==> src/ovr_consts.svh <==
// constants for the over-range flag embedder: offsets, fields, resets
// assumes a single sample clock and a plain strobe register port
//
// How it works
// - every raw 12-bit converter sample feeds the detector before down-conversion.
// - offset-binary sample becomes 11-bit magnitude; most negative code saturates to 2047.
// - upper 8 magnitude bits compare against two separate 8-bit thresholds.
// - a flag is 1 if any compared value met its threshold in the window.
// - window length is 2 to the power of a 3-bit setting, 1 to 128 samples.
// - each I output word is upper 15 I bits with the high flag as LSB.
// - each Q output word is upper 15 Q bits with the low flag as LSB.
// - while power-down is high all serial output drivers are disabled.
// - leaving power-down restarts the link and flushes stale pipeline samples.
// - one output sample is 15-bit I, 15-bit Q and two flags, 32 bits.
// - the output stream is decimated by 4, 8, 10, 16, 20 or 32.
`ifndef OVR_CONSTS_SVH
`define OVR_CONSTS_SVH

`define OVR_REG_CTRL     8'h00
`define OVR_REG_THR      8'h04
`define OVR_REG_STAT     8'h08
`define OVR_REG_IRQ_ST   8'h0C
`define OVR_REG_IRQ_MSK  8'h10
`define OVR_REG_ID       8'h14

`define OVR_CTRL_PD      0
`define OVR_CTRL_PER_LO  1
`define OVR_CTRL_PER_HI  3
`define OVR_CTRL_DEC_LO  4
`define OVR_CTRL_DEC_HI  6

`define OVR_THR_HI_LO    0
`define OVR_THR_HI_HI    7
`define OVR_THR_LO_LO    8
`define OVR_THR_LO_HI    15

`define OVR_IRQ_HIGH     0
`define OVR_IRQ_LOW      1
`define OVR_IRQ_FLUSH    2

`define OVR_RST_PER      3'h0
`define OVR_RST_DEC      3'h0
`define OVR_RST_THR_HI   8'hE4
`define OVR_RST_THR_LO   8'h40

`define OVR_MID_CODE     12'h800
`define OVR_ZERO_CODE    12'h000
`define OVR_MAG_SAT      11'h7FF

`define OVR_DEC_4        6'h04
`define OVR_DEC_8        6'h08
`define OVR_DEC_10       6'h0A
`define OVR_DEC_16       6'h10
`define OVR_DEC_20       6'h14
`define OVR_DEC_32       6'h20

`endif

==> src/ovr_pkg.sv <==
// types shared by the over-range flag embedder
// assumes the constants header for all numeric values
package ovr_pkg;

  typedef struct packed {
    logic [15:0] i;
    logic [15:0] q;
  } iq_word_t;

  typedef struct packed {
    logic [7:0]  addr;
    logic [31:0] wdata;
    logic        we;
    logic        re;
  } reg_req_t;

  typedef enum logic [2:0] {
    ST_OFF   = 3'b001,
    ST_FLUSH = 3'b010,
    ST_RUN   = 3'b100
  } link_state_t;

endpackage
==> src/adc_overrange_flag_embedder.sv <==
// over-range detector and flag embedder with power-down handling
// assumes raw samples and ddc words arrive on ref_clk from on-chip logic
//
// Implementation choices: the address-and-strobe port and the register addresses.
`include "ovr_consts.svh"
`timescale 1ns/1ps
`default_nettype none

module adc_overrange_flag_embedder #(
  parameter int          FLUSH_SAMPLES = 64,
  parameter logic [31:0] ID_VALUE      = 32'h0A5C_0001  // arbitrary value
) (
  input  wire  logic             ref_clk,
  input  wire  logic             rst,
  input  wire  ovr_pkg::reg_req_t reg_req,
  output logic [31:0]            reg_rdata,
  input  wire  logic [11:0]      raw_sample,
  input  wire  ovr_pkg::iq_word_t ddc_word,
  input  wire  logic             ddc_valid,
  output ovr_pkg::iq_word_t      out_word,
  output logic                   out_valid,
  output logic                   tx_drive_en,
  output logic                   link_restart,
  output logic                   irq
);

  if (FLUSH_SAMPLES < 1 || FLUSH_SAMPLES > 65535) begin : g_chk
    $error("FLUSH_SAMPLES out of range");
  end

  // header field layout must match the register widths
  if ((`OVR_CTRL_PER_HI - `OVR_CTRL_PER_LO != 2) ||
      (`OVR_CTRL_DEC_HI - `OVR_CTRL_DEC_LO != 2)) begin : g_ctrl_chk
    $error("control field layout does not match the register widths");
  end
  if ((`OVR_THR_HI_HI - `OVR_THR_HI_LO != 7) ||
      (`OVR_THR_LO_HI - `OVR_THR_LO_LO != 7)) begin : g_thr_chk
    $error("threshold field layout does not match the register widths");
  end
  if (`OVR_IRQ_FLUSH != 2 || `OVR_IRQ_LOW != 1 || `OVR_IRQ_HIGH != 0) begin : g_irq_chk
    $error("interrupt bit layout does not match the status register");
  end

  localparam logic [15:0] FLUSH_LAST = 16'(FLUSH_SAMPLES - 1);

  // control registers
  logic        power_down_control_q;
  logic [2:0]  monitor_period_exponent_q;
  logic [2:0]  dec_sel_q;
  logic [7:0]  overrange_threshold_high_q;
  logic [7:0]  overrange_threshold_low_q;
  logic [2:0]  irq_status_q;
  logic [2:0]  irq_mask_q;
  logic [31:0] rdata_q;
  logic [31:0] rdata_d;

  // datapath state
  logic [7:0]  mag8_q;
  logic        mag_vld_q;
  logic [6:0]  win_cnt_q;
  logic        acc_high_q;
  logic        acc_low_q;
  logic        overrange_flag_high_q;
  logic        overrange_flag_low_q;
  logic [5:0]  dec_cnt_q;
  logic [15:0] flush_cnt_q;
  ovr_pkg::link_state_t state_q;
  ovr_pkg::iq_word_t    out_q;
  logic        out_vld_q;
  logic        tx_en_q;
  logic        restart_q;
  logic        irq_q;

  // combinational helpers
  logic [10:0] mag_d;
  logic [6:0]  win_last;
  logic        win_end;
  logic        hit_high;
  logic        hit_low;
  logic [5:0]  dec_factor;
  logic        wr_ctrl;
  logic        wr_irq_st;
  logic [2:0]  irq_set;
  logic        flush_done;

  assign wr_ctrl   = reg_req.we && (reg_req.addr == `OVR_REG_CTRL);
  assign wr_irq_st = reg_req.we && (reg_req.addr == `OVR_REG_IRQ_ST);

  // magnitude of offset-binary sample, saturating at the bottom code
  always_comb begin
    if (raw_sample[11]) begin
      mag_d = raw_sample[10:0];
    end else if (raw_sample == `OVR_ZERO_CODE) begin
      mag_d = `OVR_MAG_SAT;
    end else begin
      mag_d = 11'(`OVR_MID_CODE - raw_sample);
    end
  end

  // threshold compare on the upper 8 magnitude bits
  assign hit_high = mag_vld_q && (mag8_q >= overrange_threshold_high_q);
  assign hit_low  = mag_vld_q && (mag8_q >= overrange_threshold_low_q);

  // window of 2^n samples
  assign win_last = 7'((8'h01 << monitor_period_exponent_q) - 8'h01);
  assign win_end  = mag_vld_q && (win_cnt_q == win_last);

  always_comb begin
    case (dec_sel_q)
      3'h0:    dec_factor = `OVR_DEC_4;
      3'h1:    dec_factor = `OVR_DEC_8;
      3'h2:    dec_factor = `OVR_DEC_10;
      3'h3:    dec_factor = `OVR_DEC_16;
      3'h4:    dec_factor = `OVR_DEC_20;
      3'h5:    dec_factor = `OVR_DEC_32;
      default: dec_factor = `OVR_DEC_32;
    endcase
  end

  assign flush_done = (state_q == ovr_pkg::ST_FLUSH) && (flush_cnt_q == FLUSH_LAST);

  assign irq_set = {flush_done,
                    win_end && (acc_low_q || hit_low),
                    win_end && (acc_high_q || hit_high)};

  // control register writes
  always_ff @(posedge ref_clk) begin
    if (rst) begin
      power_down_control_q      <= 1'b0;
      monitor_period_exponent_q <= `OVR_RST_PER;
      dec_sel_q                 <= `OVR_RST_DEC;
    end else if (wr_ctrl) begin
      power_down_control_q      <= reg_req.wdata[`OVR_CTRL_PD];
      monitor_period_exponent_q <= reg_req.wdata[`OVR_CTRL_PER_HI:`OVR_CTRL_PER_LO];
      dec_sel_q                 <= reg_req.wdata[`OVR_CTRL_DEC_HI:`OVR_CTRL_DEC_LO];
    end
  end

  always_ff @(posedge ref_clk) begin
    if (rst) begin
      overrange_threshold_high_q <= `OVR_RST_THR_HI;
      overrange_threshold_low_q  <= `OVR_RST_THR_LO;
    end else if (reg_req.we && (reg_req.addr == `OVR_REG_THR)) begin
      overrange_threshold_high_q <= reg_req.wdata[`OVR_THR_HI_HI:`OVR_THR_HI_LO];
      overrange_threshold_low_q  <= reg_req.wdata[`OVR_THR_LO_HI:`OVR_THR_LO_LO];
    end
  end

  always_ff @(posedge ref_clk) begin
    if (rst) begin
      irq_mask_q <= 3'h0;
    end else if (reg_req.we && (reg_req.addr == `OVR_REG_IRQ_MSK)) begin
      irq_mask_q <= reg_req.wdata[2:0];
    end
  end

  // one sticky bit per event, set wins over write-one-to-clear
  for (genvar b = 0; b < 3; b++) begin : g_sticky
    always_ff @(posedge ref_clk) begin
      if (rst) begin
        irq_status_q[b] <= 1'b0;
      end else if (irq_set[b]) begin
        irq_status_q[b] <= 1'b1;
      end else if (wr_irq_st && reg_req.wdata[b]) begin
        irq_status_q[b] <= 1'b0;
      end
    end
  end

  always_ff @(posedge ref_clk) begin
    if (rst) begin
      irq_q <= 1'b0;
    end else begin
      irq_q <= |(irq_status_q & irq_mask_q);
    end
  end

  // read mux, zero when no read strobe
  always_comb begin
    rdata_d = 32'h0;
    if (reg_req.re) begin
      case (reg_req.addr)
        `OVR_REG_CTRL:    rdata_d = {25'h0, dec_sel_q, monitor_period_exponent_q,
                                     power_down_control_q};
        `OVR_REG_THR:     rdata_d = {16'h0, overrange_threshold_low_q,
                                     overrange_threshold_high_q};
        `OVR_REG_STAT:    rdata_d = {24'h0, 1'b0, state_q, tx_en_q, out_vld_q,
                                     overrange_flag_low_q, overrange_flag_high_q};
        `OVR_REG_IRQ_ST:  rdata_d = {29'h0, irq_status_q};
        `OVR_REG_IRQ_MSK: rdata_d = {29'h0, irq_mask_q};
        `OVR_REG_ID:      rdata_d = ID_VALUE;
        default:          rdata_d = 32'h0;
      endcase
    end
  end

  // read data stands one cycle after the strobe
  always_ff @(posedge ref_clk) begin
    if (rst) begin
      rdata_q <= 32'h0;
    end else begin
      rdata_q <= rdata_d;
    end
  end

  // magnitude stage, fed by every raw sample while powered
  always_ff @(posedge ref_clk) begin
    if (rst) begin
      mag8_q    <= 8'h0;
      mag_vld_q <= 1'b0;
    end else begin
      mag8_q    <= mag_d[10:3];
      mag_vld_q <= !power_down_control_q;
    end
  end

  // window counter
  always_ff @(posedge ref_clk) begin
    if (rst || power_down_control_q) begin
      win_cnt_q <= 7'h0;
    end else if (win_end) begin
      win_cnt_q <= 7'h0;
    end else if (wr_ctrl) begin
      win_cnt_q <= 7'h0;
    end else if (mag_vld_q) begin
      win_cnt_q <= 7'(win_cnt_q + 7'h01);
    end
  end

  // accumulate over the window, publish and clear at its end
  always_ff @(posedge ref_clk) begin
    if (rst || power_down_control_q) begin
      acc_high_q            <= 1'b0;
      acc_low_q             <= 1'b0;
      overrange_flag_high_q <= 1'b0;
      overrange_flag_low_q  <= 1'b0;
    end else if (win_end) begin
      overrange_flag_high_q <= acc_high_q || hit_high;
      overrange_flag_low_q  <= acc_low_q || hit_low;
      acc_high_q            <= 1'b0;
      acc_low_q             <= 1'b0;
    end else if (wr_ctrl) begin
      acc_high_q            <= 1'b0;
      acc_low_q             <= 1'b0;
    end else begin
      acc_high_q            <= acc_high_q || hit_high;
      acc_low_q             <= acc_low_q || hit_low;
    end
  end

  // power state: off, flushing after wake, running
  always_ff @(posedge ref_clk) begin
    if (rst) begin
      state_q <= ovr_pkg::ST_OFF;
    end else begin
      case (state_q)
        ovr_pkg::ST_OFF: begin
          if (!power_down_control_q) begin
            state_q <= ovr_pkg::ST_FLUSH;
          end
        end
        ovr_pkg::ST_FLUSH: begin
          if (power_down_control_q) begin
            state_q <= ovr_pkg::ST_OFF;
          end else if (flush_done) begin
            state_q <= ovr_pkg::ST_RUN;
          end
        end
        ovr_pkg::ST_RUN: begin
          if (power_down_control_q) begin
            state_q <= ovr_pkg::ST_OFF;
          end
        end
        default: state_q <= ovr_pkg::ST_OFF;
      endcase
    end
  end

  // flush counter
  always_ff @(posedge ref_clk) begin
    if (rst || state_q != ovr_pkg::ST_FLUSH) begin
      flush_cnt_q <= 16'h0;
    end else if (!flush_done) begin
      flush_cnt_q <= 16'(flush_cnt_q + 16'h0001);
    end
  end

  // link restart pulse on leaving power-down
  always_ff @(posedge ref_clk) begin
    if (rst) begin
      restart_q <= 1'b0;
    end else begin
      restart_q <= (state_q == ovr_pkg::ST_OFF) && !power_down_control_q;
    end
  end

  // serial drivers off in power-down
  always_ff @(posedge ref_clk) begin
    if (rst) begin
      tx_en_q <= 1'b0;
    end else begin
      tx_en_q <= !power_down_control_q && (state_q != ovr_pkg::ST_OFF);
    end
  end

  // decimation of the ddc stream
  always_ff @(posedge ref_clk) begin
    if (rst || state_q == ovr_pkg::ST_OFF) begin
      dec_cnt_q <= 6'h0;
    end else if (ddc_valid) begin
      if (dec_cnt_q >= 6'(dec_factor - 6'h01)) begin
        dec_cnt_q <= 6'h0;
      end else begin
        dec_cnt_q <= 6'(dec_cnt_q + 6'h01);
      end
    end
  end

  // output word with flags in the lsb of each half
  always_ff @(posedge ref_clk) begin
    if (rst) begin
      out_q     <= '0;
      out_vld_q <= 1'b0;
    end else if (ddc_valid && dec_cnt_q == 6'h0 && state_q == ovr_pkg::ST_RUN
                 && !power_down_control_q) begin
      out_q.i   <= {ddc_word.i[15:1], overrange_flag_high_q};
      out_q.q   <= {ddc_word.q[15:1], overrange_flag_low_q};
      out_vld_q <= 1'b1;
    end else begin
      out_vld_q <= 1'b0;
    end
  end

  assign reg_rdata    = rdata_q;
  assign out_word     = out_q;
  assign out_valid    = out_vld_q;
  assign tx_drive_en  = tx_en_q;
  assign link_restart = restart_q;
  assign irq          = irq_q;

endmodule // adc_overrange_flag_embedder

`default_nettype wire

==> config.mk <==
export PLATFORM = sky130hd
export DESIGN_NAME = adc_overrange_flag_embedder
export DESIGN_NICKNAME = d
export VERILOG_FILES = /design/src/ovr_pkg.sv /design/src/adc_overrange_flag_embedder.sv
export VERILOG_INCLUDE_DIRS = /design/src /design/src/src
export SDC_FILE = /design/constraint.sdc
export NUM_CORES = 1
export LEC_CHECK = 0
export ABC_CLOCK_PERIOD_IN_PS = 2600
export BUFFER_PORTS_ARGS = -buffer_cell sky130_fd_sc_hd__buf_2
export CORE_MARGIN = 1.5
export CORE_UTILIZATION = 40
export CTS_BUF_LIST = sky130_fd_sc_hd__clkbuf_8
export DETAILED_ROUTE_END_ITERATION = 10
export PLACE_DENSITY = 0.61
export SYNTH_ARGS = -nofsm -noshare
export SYNTH_HDL_FRONTEND = slang
export SYNTH_SLANG_ARGS = --single-unit
==> constraint.sdc <==
create_clock -name ref_clk -period 2.6 [get_ports ref_clk]
set_input_delay 0.52 -clock ref_clk [delete_from_list [all_inputs] [get_ports ref_clk]]
set_output_delay 0.52 -clock ref_clk [all_outputs]
set_load 0.02 [all_outputs]
==> impl_results.md, run 1 <==
- Status: complete, no violations
- Met3 Use GR: 0.04579
- DIE AREA: between 15000 and 20000 um2
- CTS buffer count: 17
- Comb power frac: 0.065
- Yosys top cell by area: dfxtp_1
- Synth unique cells: 50
- GRT overflow: 0
- Syn avg cell area: 8.857 um2
- Simple-gate portion of the synthesized area: 0.2114
- CTS Sinks: ~130
- Switching Power: between 0.8 and 0.9 mW
- Adder-cell share of the synthesized area: 0.05770
- Top cells by count, synth: 127 x dfxtp_1, 102 x nor2_1, 49 x nand2_1
- Reg2reg start: monitor_period_exponent_q[2]
- Total of max-cap violations: 0
- Row count: 44
- Starting Density: 0.4059
- HPWL after detailed placement: around 10 mm
- Slew Viols, Final: 0
- Required @ worst endpoint: between 2000 and 3000 ps
- Die height: approximately 120 um
- Largest family of logic cells by synthesized area: simple AND/OR/NAND/NOR gates
- Final Hold Fails: 0
- Int Pwr: slightly above 3 mW
- Share of layout cells above drive strength 1: 0.2320
- Final core occ: 0.4857
- R2r setup slk: between 200 and 250 ps
- I/O Buffers: around 130
- Max transition margin: 0.5239
- Top FF cell, synth: dfxtp_1
- DRC errors left: 0
- Final Cycle Share: 0.9101
- Xor/xnor share of the synthesized area: 0.05236
- Initial antenna violation count: 0
- Crit Path Max Fanout: 9
- WP data arrival: between 2000 and 3000 ps
- CTS tree: built
- 1st-pass router iterations: 4
- CTS clk-pin slew, worst paths: ~70 ps
- Lkg Pwr: 3.272 nW
- Worst Hold Class: primary input to flop
- Largest net degree at the start of global routing: 72
- Post-synth EDFFs: 0
- Post-CTS setup buffers: 0
- Routed len/inst: approximately 14 um
- GR Util All Layers: 0.1757
- Mapped Cells: 661
- Post-synthesis mux area share: 0.08463
- Least-Margin Pin Slew: 714.2 ps
- Max rail drop VDD: 314.2 uV
- Vias per std cell: between 4 and 5
- M1 GR Usage: 0.2246
- CTS Buffer Depth: 2
- Core area: 14420 um2
- Critical Path End Type: flop
- Root Buffer Master: clkbuf_8
- Final Power: between 3 and 4 mW
- Synthesized area: 5854 um2
- WHS Path Cells: 2
- RR Endpoint: win_cnt_q[6]
- Fmax: 422.6 MHz
- CP Class: flop to flop
- Worst setup SP type: flop
- CTS H-Tree Depth: 4
- Met2 track demand over resource: 0.2890
- Via count: ~4800
- Die width: between 100 and 150 um
- Minimum clock period: 2366 ps
- Power Density: 564.1 nW/um2
- First-pass GRT wire length: between 20 and 25 mm
- GP Congestion: 0.7975
- Synth Area in Compound Gates: 0.09746
- Setup violators final: 0
- Final setup TNS: 0 ps
- Yosys top cell area share: 0.4343
- Count leader, synth: dfxtp_1
- First DRT Iteration DRCs: roughly 240
- Clk_lat worst skew: 420 ps
- Nets: between 800 and 900
- Routed WL: roughly 13 mm
- Max Clock Skew: around 6.3 ps
- Area Overhead vs Synth: 19.66%
- Clock power frac: 0.429
- Sequential share of power: 0.506
- Switching Fraction: 0.2240
- Synth warn: 0
- Crit path capture: win_cnt_q[6]
- Worst setup path startpoint: monitor_period_exponent_q[2]
- GRT Max-Usage Layer: met2
- Multi-input gate area: roughly 3000 um2
- Synth top area cells: dfxtp_1 43%, mux2i_1 7.7%, nor2_1 6.5%, ha_1 5.8%, nand2_1 3.1%
- Worst R2R Path Depth: 7
- Register Area: about 2500 um2
- Post-route ant nets: 0
- RSZ-0062 raised after global routing: no
- Seq/Total Area, Yosys: 0.4343
- FFs w/ async S/R, synth: 0
- Fillers: 1409
- Final hold slack: ~300 ps
- # IOs: 157
- Vias in the first global route: 4485
- Antenna diodes: 0
- Register bit total from synthesis: 127
## worst min path at each step
| stage | start | endpoint |
|---|---|---|
| finish | reg_req[16] | overrange_threshold_low_q[6] |
| global route | reg_req[16] | overrange_threshold_low_q[6] |
| CTS | reg_req[16] | overrange_threshold_low_q[6] |
| detailed placement | overrange_threshold_low_q[2] | overrange_threshold_low_q[2] |
| global placement | overrange_threshold_low_q[7] | overrange_threshold_low_q[7] |
| floorplan | overrange_threshold_low_q[1] | overrange_threshold_low_q[1] |
## final cells by class
class | count | share of cell area
clock buffer | 23 | 0.04519
clock inverter | 7 | 0.01197
sequential | 127 | 0.3631
inverter | 26 | 0.01393
multi-input combinational | 468 | 0.4265
tap | 184 | 0.03286
timing repair buffer | 142 | 0.1064
## flip-flops by register name, indices dropped and copies added (netlist names), 3 cells and up
signal / cells
dec_sel_q: 3
overrange_threshold_low_q: 8
dec_cnt_q: 6
irq_status_q: 3
monitor_period_exponent_q: 3
out_word: 32
flush_cnt_q: 16
state_q: 3
irq_mask_q: 3
win_cnt_q: 7
mag8_q: 8
overrange_threshold_high_q: 8
reg_rdata: 17
## kinds of logic after synthesis
| group | count (synthesis) |
|---|---|
| xor+xnor | 35 |
| compound gates | 92 |
| mux | 49 |
| buf+inv | 75 |
| simple gates | 255 |
| fa+ha+maj | 27 |
| flops | 127 |
| other cells | 1 |
## power groups by stage
| stage | Combinational (mW) | Clock (mW) | Sequential [mW] |
|---|---|---|---|
| 2_1_floorplan | 0.159 | 0 | 2.04 |
| 3_3_place_gp | 0.249 | 0 | 2.04 |
| 3_5_place_dp | 0.255 | 0 | 2.04 |
| 4_1_cts | 0.257 | 1.74 | 2.00 |
| 5_1_grt | 0.287 | 1.83 | 2.00 |
| 6_report | 0.256 | 1.70 | 2.00 |
## stage by stage
step | instance area, um2 | instances | setup slack (ps)
3_5_place_dp | 6601 | 947 | 159.0
3_3_place_gp | 6601 | 947 | 187.9
5_1_grt | 7005 | 977 | 31.71
2_1_floorplan | 5888 | 670 | 238.5
4_1_cts | 7002 | 977 | 160.1
6_report | 7005 | 977 | 233.8
## cell usage in the layout (no fill, tap or decap), types with 4 or more instances in the layout
cell and count:
or3_1 6, nor4_1 6, a211oi_1 5, xnor2_1 19, mux2_2 4, and3_1 13, clkbuf_8 23, a21oi_1 34
conb_1 10, nand3_1 16, nor3_1 15, a22oi_1 5, o21ai_0 20, o21bai_1 4, inv_1 27, and4_1 5
clkinv_2 4, buf_4 14, xor2_1 16, nor2_1 102, nor2b_1 7, nand2_1 49, a211o_1 7, ha_1 26
nand4_1 11, dfxtp_1 126, mux2i_1 45, nand2b_1 9, a31oi_1 5, buf_2 128
## metal layers
layer  part of all wire  wire [um]  vias to the layer above
met1               0.47       6241                     2257
met2               0.49       6485                       86
met5                  0          0                        -
met4             0.0094        126                        0
met3              0.037        494                       13
li1                   -          -                     2486
## critical path: stages, from the launching register on
cell and delay (ps):
dfxtp_1 370, or3_1 390, ha_2 250, xnor2_1 250, a21oi_1 100, a211o_1 360, o211ai_2 420, nor2_1 100
## repair_timing
| item | 4_1_cts | 5_1_grt |
|---|---|---|
| gates resized for setup | 0 | 2 |
| hold buffers | 0 | 0 |
| endpoints found under the setup margin | 0 | 12 |
No activity file was read; power rests on OpenSTA's default activity.
==> run 2: changes to the inputs <==
--- a/config.mk
+++ b/config.mk
@@ -12,6 +12,7 @@
 export CORE_UTILIZATION = 40
 export CTS_BUF_LIST = sky130_fd_sc_hd__clkbuf_8
 export DETAILED_ROUTE_END_ITERATION = 10
+export GPL_TIMING_DRIVEN = 0
 export PLACE_DENSITY = 0.61
 export SYNTH_ARGS = -nofsm -noshare
 export SYNTH_HDL_FRONTEND = slang
==> impl_results.md, run 2 (synthesis results as in run 1) <==
- I/O Buffers: 128 (unchanged)
- Slew Viols, Final: 0 (unchanged)
- CTS buffer count: 17 (unchanged)
- WHS Path Cells: 2 (unchanged)
- Share of layout cells above drive strength 1: 0.2403 (+0.008308)
- CP Cell Sequence: or3_1 -> ha_1 -> buf_2 -> xnor2_1 -> o21bai_1 -> nor4b_4 -> nor3_2 -> or3_1 -> a21boi_0
- Status: complete, no violations
- Vias in the first global route: 4585 (+2.2%)
- DRC errors left: 0 (unchanged)
- Most frequent cells in the layout: 134 x buf_2, 124 x dfxtp_1, 102 x nor2_1
- Row count: 44 (unchanged)
- Worst path top cell family by delay: simple AND/OR/NAND/NOR gates
- WP data arrival: 2820 ps (+150 ps)
- Core area: 14420 um2 (unchanged)
- Final core occ: 0.5061 (+0.02038)
- Routed len/inst: 14.08 um (+3.1%)
- CTS Sinks: 127 (unchanged)
- Worst setup SP type: flop
- Via count: 5064 (+4.6%)
- First DRT Iteration DRCs: 248 (+4.2%)
- Setup violators final: 0 (unchanged)
- Minimum clock period: 2465 ps (+98.57 ps)
- Vias per std cell: 5.004 (+0.97%)
- Initial antenna violation count: 0 (unchanged)
- Fmax: 405.7 MHz (-4.0%)
- Worst R2R Path Depth: 9 (+2)
- Post-Place Cell Area: 6759 um2 (+2.4%)
- DIE AREA: 15370 um2 (unchanged)
- Largest net degree at the start of global routing: 17 (-76%)
- CTS H-Tree Depth: 4 (unchanged)
- Max rail drop VDD: 288.1 uV (-8.3%)
- Clk_lat worst skew: 440 ps (+20 ps)
- First-pass GRT wire length: 21.84 mm (+4.1%)
- HPWL after detailed placement: 10.87 mm (+8.9%)
- # IOs: 157 (unchanged)
- Worst Hold Class: primary input to flop
- Total of max-cap violations: 0 (unchanged)
- Root Buffer Master: clkbuf_8
- Reg2reg start: monitor_period_exponent_q[0]
- Worst setup path startpoint: monitor_period_exponent_q[0]
- Post-route ant nets: 0 (unchanged)
- GRT overflow: 0 (unchanged)
- Area Overhead vs Synth: 24.68%
- CTS clk-pin slew, worst paths: 70 ps (about the same)
- Crit path buffers/inverters: 1 (+1)
- Crit-path slowest cell: or3_1
- Die width: 124.0 um (unchanged)
- Min-delay src: reg_req[16]
- Max Clock Skew: 6.900 ps (+0.5554 ps)
- GR Util All Layers: 0.1852 (+0.009431)
- Required @ worst endpoint: 2950 ps (+50 ps)
- Routed WL: 14.25 mm (+6.8%)
- Max FFs per register: 32 (unchanged)
- 1st-pass router iterations: 6 (+2)
- Antenna diodes: 0 (unchanged)
- Crit Path Max Fanout: 10 (+1)
- Lkg Pwr: 3.402 nW (+4.0%)
- CP Class: flop to flop
- Starting Density: 0.4059 (unchanged)
- Power Density: 606.5 nW/um2 (+7.5%)
- Most common cell after layout, fill and taps aside: buf_2
- Die height: 124.0 um (unchanged)
- Nets: 931 (+3.7%)
- WP depth: 9 (+2)
- Least-Margin Pin Slew: 690.4 ps (-23.78 ps)
- Max transition margin: 0.5355 (+0.01161)
- Worst path max stage delay: 390 ps (-30 ps)
- RSZ-0062 raised after global routing: no
- Fin area: 7300 um2 (+4.2%)
- Critical Path End Type: flop
- CTS tree: built
- Final Cycle Share: 0.9480 (+0.03791)
- Cell repeated most along the worst path: or3_1
- GP Congestion: 0.8260 (+3.6%)
- CTS Buffer Depth: 2 (unchanged)
- Final Hold Fails: 0 (unchanged)
- Hold_buf cts: 0 (unchanged)
==> run 2: path summary, 6_finish.rpt <==
kind                            slack, ps                           end
worst min register to register        470  overrange_threshold_low_q[5]
worst min-delay path                  290  overrange_threshold_low_q[6]
worst max register to register        140         overrange_flag_high_q
worst max-delay path                  140         overrange_flag_high_q
==> run 2: layer usage <==
layer / track usage / up-vias / share of wire
li1: - / 2556 / -
met1: 0.2307 / 2391 / 0.44
met2: 0.3087 / 94 / 0.50
met3: 0.04991 / 23 / 0.043
met4: 0.06534 / 0 / 0.016
met5: 0 / - / 0
==> run 2: final cells by class <==
class                      count  area (um2)
inverter                      26       97.59
multi-input combinational    468        3022
buffer                        46       251.5
tap                          184       230.2
fill                        1371        7124
clock inverter                13       242.7
sequential                   127        2546
timing repair buffer         129       648.1
clock buffer                  19       261.5
==> run 2: timing repair <==
item                       4_1_cts  5_1_grt
pin swaps                        0        2
buffers inserted                 0        1
setup endpoints to repair       13       13
gates resized for setup          4        5
cloned                           0        0
==> run 2: power by group <==
| group | switching (mW) | internal [mW] | leakage [nW] |
|---|---|---|---|
| registers | 0.0242 | 1.97 | 1.03 |
| clock network | 0.773 | 1.38 | 0.260 |
| logic | 0.160 | 0.122 | 2.11 |
| total | 0.957 | 3.47 | 3.40 |
==> run 2: metrics by stage <==
stage	hold WS, ps	TNS [ps]	setup slack [ps]	power (mW)	cells
after global routing	277.8	0	11.99	4.588	1012
after CTS	263.0	0	16.25	4.466	1013
after floorplan	444.9	0	238.5	2.196	670
after global placement	463.4	-331.5	-42.69	2.312	982
after detailed placement	463.5	-1872	-193.4	2.319	982
final	291.3	0	135.2	4.427	1012
==> run 2: worst reg2reg max path: cells and delay by family, from the launching register on <==
kind | cells | cell delay [ps]
AOI/OAI and AO/OA | 2 | 380
and+or+nand+nor | 4 | 1120
adders and majority gates | 1 | 190
buffers and inverters | 1 | 180
xor gates and xnor gates | 1 | 140
DFF | 1 | 380
==> run 3: changes to the inputs <==
--- a/config.mk
+++ b/config.mk
@@ -8,12 +8,15 @@
 export LEC_CHECK = 0
 export ABC_CLOCK_PERIOD_IN_PS = 2600
 export BUFFER_PORTS_ARGS = -buffer_cell sky130_fd_sc_hd__buf_2
+export CAP_MARGIN = 20
+export CELL_PAD_IN_SITES_DETAIL_PLACEMENT = 1
+export CELL_PAD_IN_SITES_GLOBAL_PLACEMENT = 2
 export CORE_MARGIN = 1.5
-export CORE_UTILIZATION = 40
+export CORE_UTILIZATION = 32
 export CTS_BUF_LIST = sky130_fd_sc_hd__clkbuf_8
 export DETAILED_ROUTE_END_ITERATION = 10
 export GPL_TIMING_DRIVEN = 0
-export PLACE_DENSITY = 0.61
+export PLACE_DENSITY = 0.8
 export SYNTH_ARGS = -nofsm -noshare
 export SYNTH_HDL_FRONTEND = slang
 export SYNTH_SLANG_ARGS = --single-unit
==> impl_results.md, run 3 (synthesis results as in run 1) <==
- Reg2reg start: monitor_period_exponent_q[2]
- Final Cycle Share: 0.9572 (+0.009222)
- Max rail drop VDD: 286.3 uV (-0.63%)
- Worst slack, placed: -229.2 ps (-35.86 ps)
- Met3 Use GR: 0.04053 (-0.009382)
- Fmax: 401.8 MHz (-0.96%)
- Slew Viols, Final: 0 (unchanged)
- Initial antenna violation count: 2 (+2)
- 1st-pass router iterations: 4 (-2)
- Final hold slack: 295.3 ps (+4.020 ps)
- Crit Path Max Fanout: 8 (-2)
- Most common cell after layout, fill and taps aside: buf_2
- Via count: 5096 (+0.63%)
- RR Endpoint: overrange_flag_low_q
- R2r setup slk: 110 ps (-20 ps)
- Final core occ: 0.4071 (-0.09895)
- Max transition margin: 0.4694 (-0.06606)
- Root Buffer Master: clkbuf_8
- Hold endpoint: overrange_threshold_low_q[6]
- CP Class: flop to flop
- Vias in the first global route: 5504 (+20%)
- WHS Path Cells: 2 (unchanged)
- GRT Max-Usage Layer: met2
- CTS tree: built
- Die height: 138.3 um (+12%)
- Final Power: 4.209 mW (-4.9%)
- DIE AREA: 19120 um2 (+24%)
- WP data arrival: 2850 ps (+30 ps)
- Least-Margin Pin Slew: 788.6 ps (+98.19 ps)
- Clk_lat worst skew: 440 ps (about the same)
- Final Hold Fails: 0 (unchanged)
- Nets: 929 (-0.21%)
- Max Clock Skew: 11.02 ps (+4.124 ps)
- First DRT Iteration DRCs: 151 (-39%)
- Total of max-cap violations: 0 (unchanged)
- DRC errors left: 0 (unchanged)
- CTS buffer count: 17 (unchanged)
- Min-delay src: reg_req[16]
- Share of layout cells above drive strength 1: 0.2494 (+0.009057)
- Setup violators final: 0 (unchanged)
- CTS H-Tree Depth: 4 (unchanged)
- Met2 track demand over resource: 0.3276 (+0.01887)
- HPWL after detailed placement: 12.83 mm (+18%)
- Routed WL: 16.73 mm (+17%)
- Core area: 17960 um2 (+25%)
- Area Overhead vs Synth: 24.92%
- CTS Sinks: 127 (unchanged)
- Most frequent cells in the layout: 133 x buf_2, 124 x dfxtp_1, 102 x nor2_1
- Routed len/inst: 15.83 um (+12%)
- GRT overflow: 0 (unchanged)
- CTS Buffer Depth: 2 (unchanged)
- Required @ worst endpoint: 2960 ps (about the same)
- Worst R2R Path Depth: 9 (unchanged)
- Minimum clock period: 2489 ps (+23.98 ps)
- Worst Hold Class: primary input to flop
- First-pass GRT wire length: 27.87 mm (+28%)
- Worst setup SP type: flop
- CTS clk-pin slew, worst paths: 80 ps (about the same)
- Die width: 138.3 um (+12%)
- # IOs: 157 (unchanged)
- Vias per std cell: 4.821 (-3.7%)
- Fillers: 2184 (+59%)
- Lkg Pwr: 3.361 nW (-1.2%)
- Worst setup path startpoint: monitor_period_exponent_q[2]
- Final setup TNS: 0 ps (unchanged)
- I/O Buffers: 128 (unchanged)
- Post-route ant nets: 0 (unchanged)
- Row count: 49 (+11%)
- GP Congestion: 0.7961 (-3.6%)
- Max FFs per register: 32 (unchanged)
- Critical Path End Type: flop
- Largest net degree at the start of global routing: 17 (unchanged)
- Starting Density: 0.3259 (-0.07998)
- GR Util All Layers: 0.1818 (-0.003368)
- M1 GR Usage: 0.2160 (-0.01470)
- Power Density: 575.5 nW/um2 (-5.1%)
- Setup ws final: 111.2 ps (-23.98 ps)
- Status: complete, no violations
run 3: cell count changes in the layout (fill, tap and decap cells not counted), sizes merged:
cell / previous run / this run
clkinvlp: 1 / 2
bufinv: 7 / 4
inv: 29 / 28
clkbuf: 40 / 39
buf: 154 / 153
diode: 0 / 2
clkinv: 2 / 5
run 3: cell type report:
cell class	instances	area, um2	area share
multi-input combinational	468	3035	0.4151
sequential	127	2551	0.3488
clock inverter	13	185.2	0.02532
buffer	45	250.2	0.03422
antenna	2	5.005	0.0006843
timing repair buffer	128	640.6	0.08760
inverter	26	97.59	0.01334
clock buffer	19	261.5	0.03576
tap	229	286.5	0.03918
run 3: worst max path at each step:
stage                            end  slack, ps
6_report        overrange_flag_low_q        110
4_1_cts        overrange_flag_high_q         60
3_3_place_gp            win_cnt_q[6]        -60
5_1_grt         overrange_flag_low_q         -3
3_5_place_dp            win_cnt_q[6]       -230
2_1_floorplan  overrange_flag_high_q        240
run 3: metal layers:
metal,up-vias,share of wire
met2,68,0.52
met4,0,0.010
li1,2561,-
met3,9,0.028
met5,-,0
met1,2458,0.44
run 3: power by group:
group          internal (mW)  leakage (nW)  switching, mW  total, mW
clock                   1.10         0.222          0.819       1.92
sequential              1.97          1.03         0.0261       2.00
combinational          0.124          2.11          0.170      0.294
total                   3.19          3.36           1.02       4.21
run 3: critical path, cell delays in order (launching register included):
cell      delay (ps)
dfxtp_4          370
or3_4            390
ha_1             210
buf_4            170
xnor2_2          150
nor2_1           110
a21oi_1           50
a211o_1          390
or3_4            420
a21boi_0         150
run 3: timing repair:
action                                 in CTS  in global routing
endpoints found under the hold margin       0                  0
setup endpoints to repair                  13                 16
gates resized for setup                     4                 13
setup buffers                               0                  0
pin swaps                                   2                  2
hold buffers                                0                  0
run 3: per-stage QoR:
stage	instance area, um2	cells
finish	7313	1057
global route	7311	1056
CTS	7278	1056
detailed placement	6815	1027
global placement	6815	1027
floorplan	5888	670
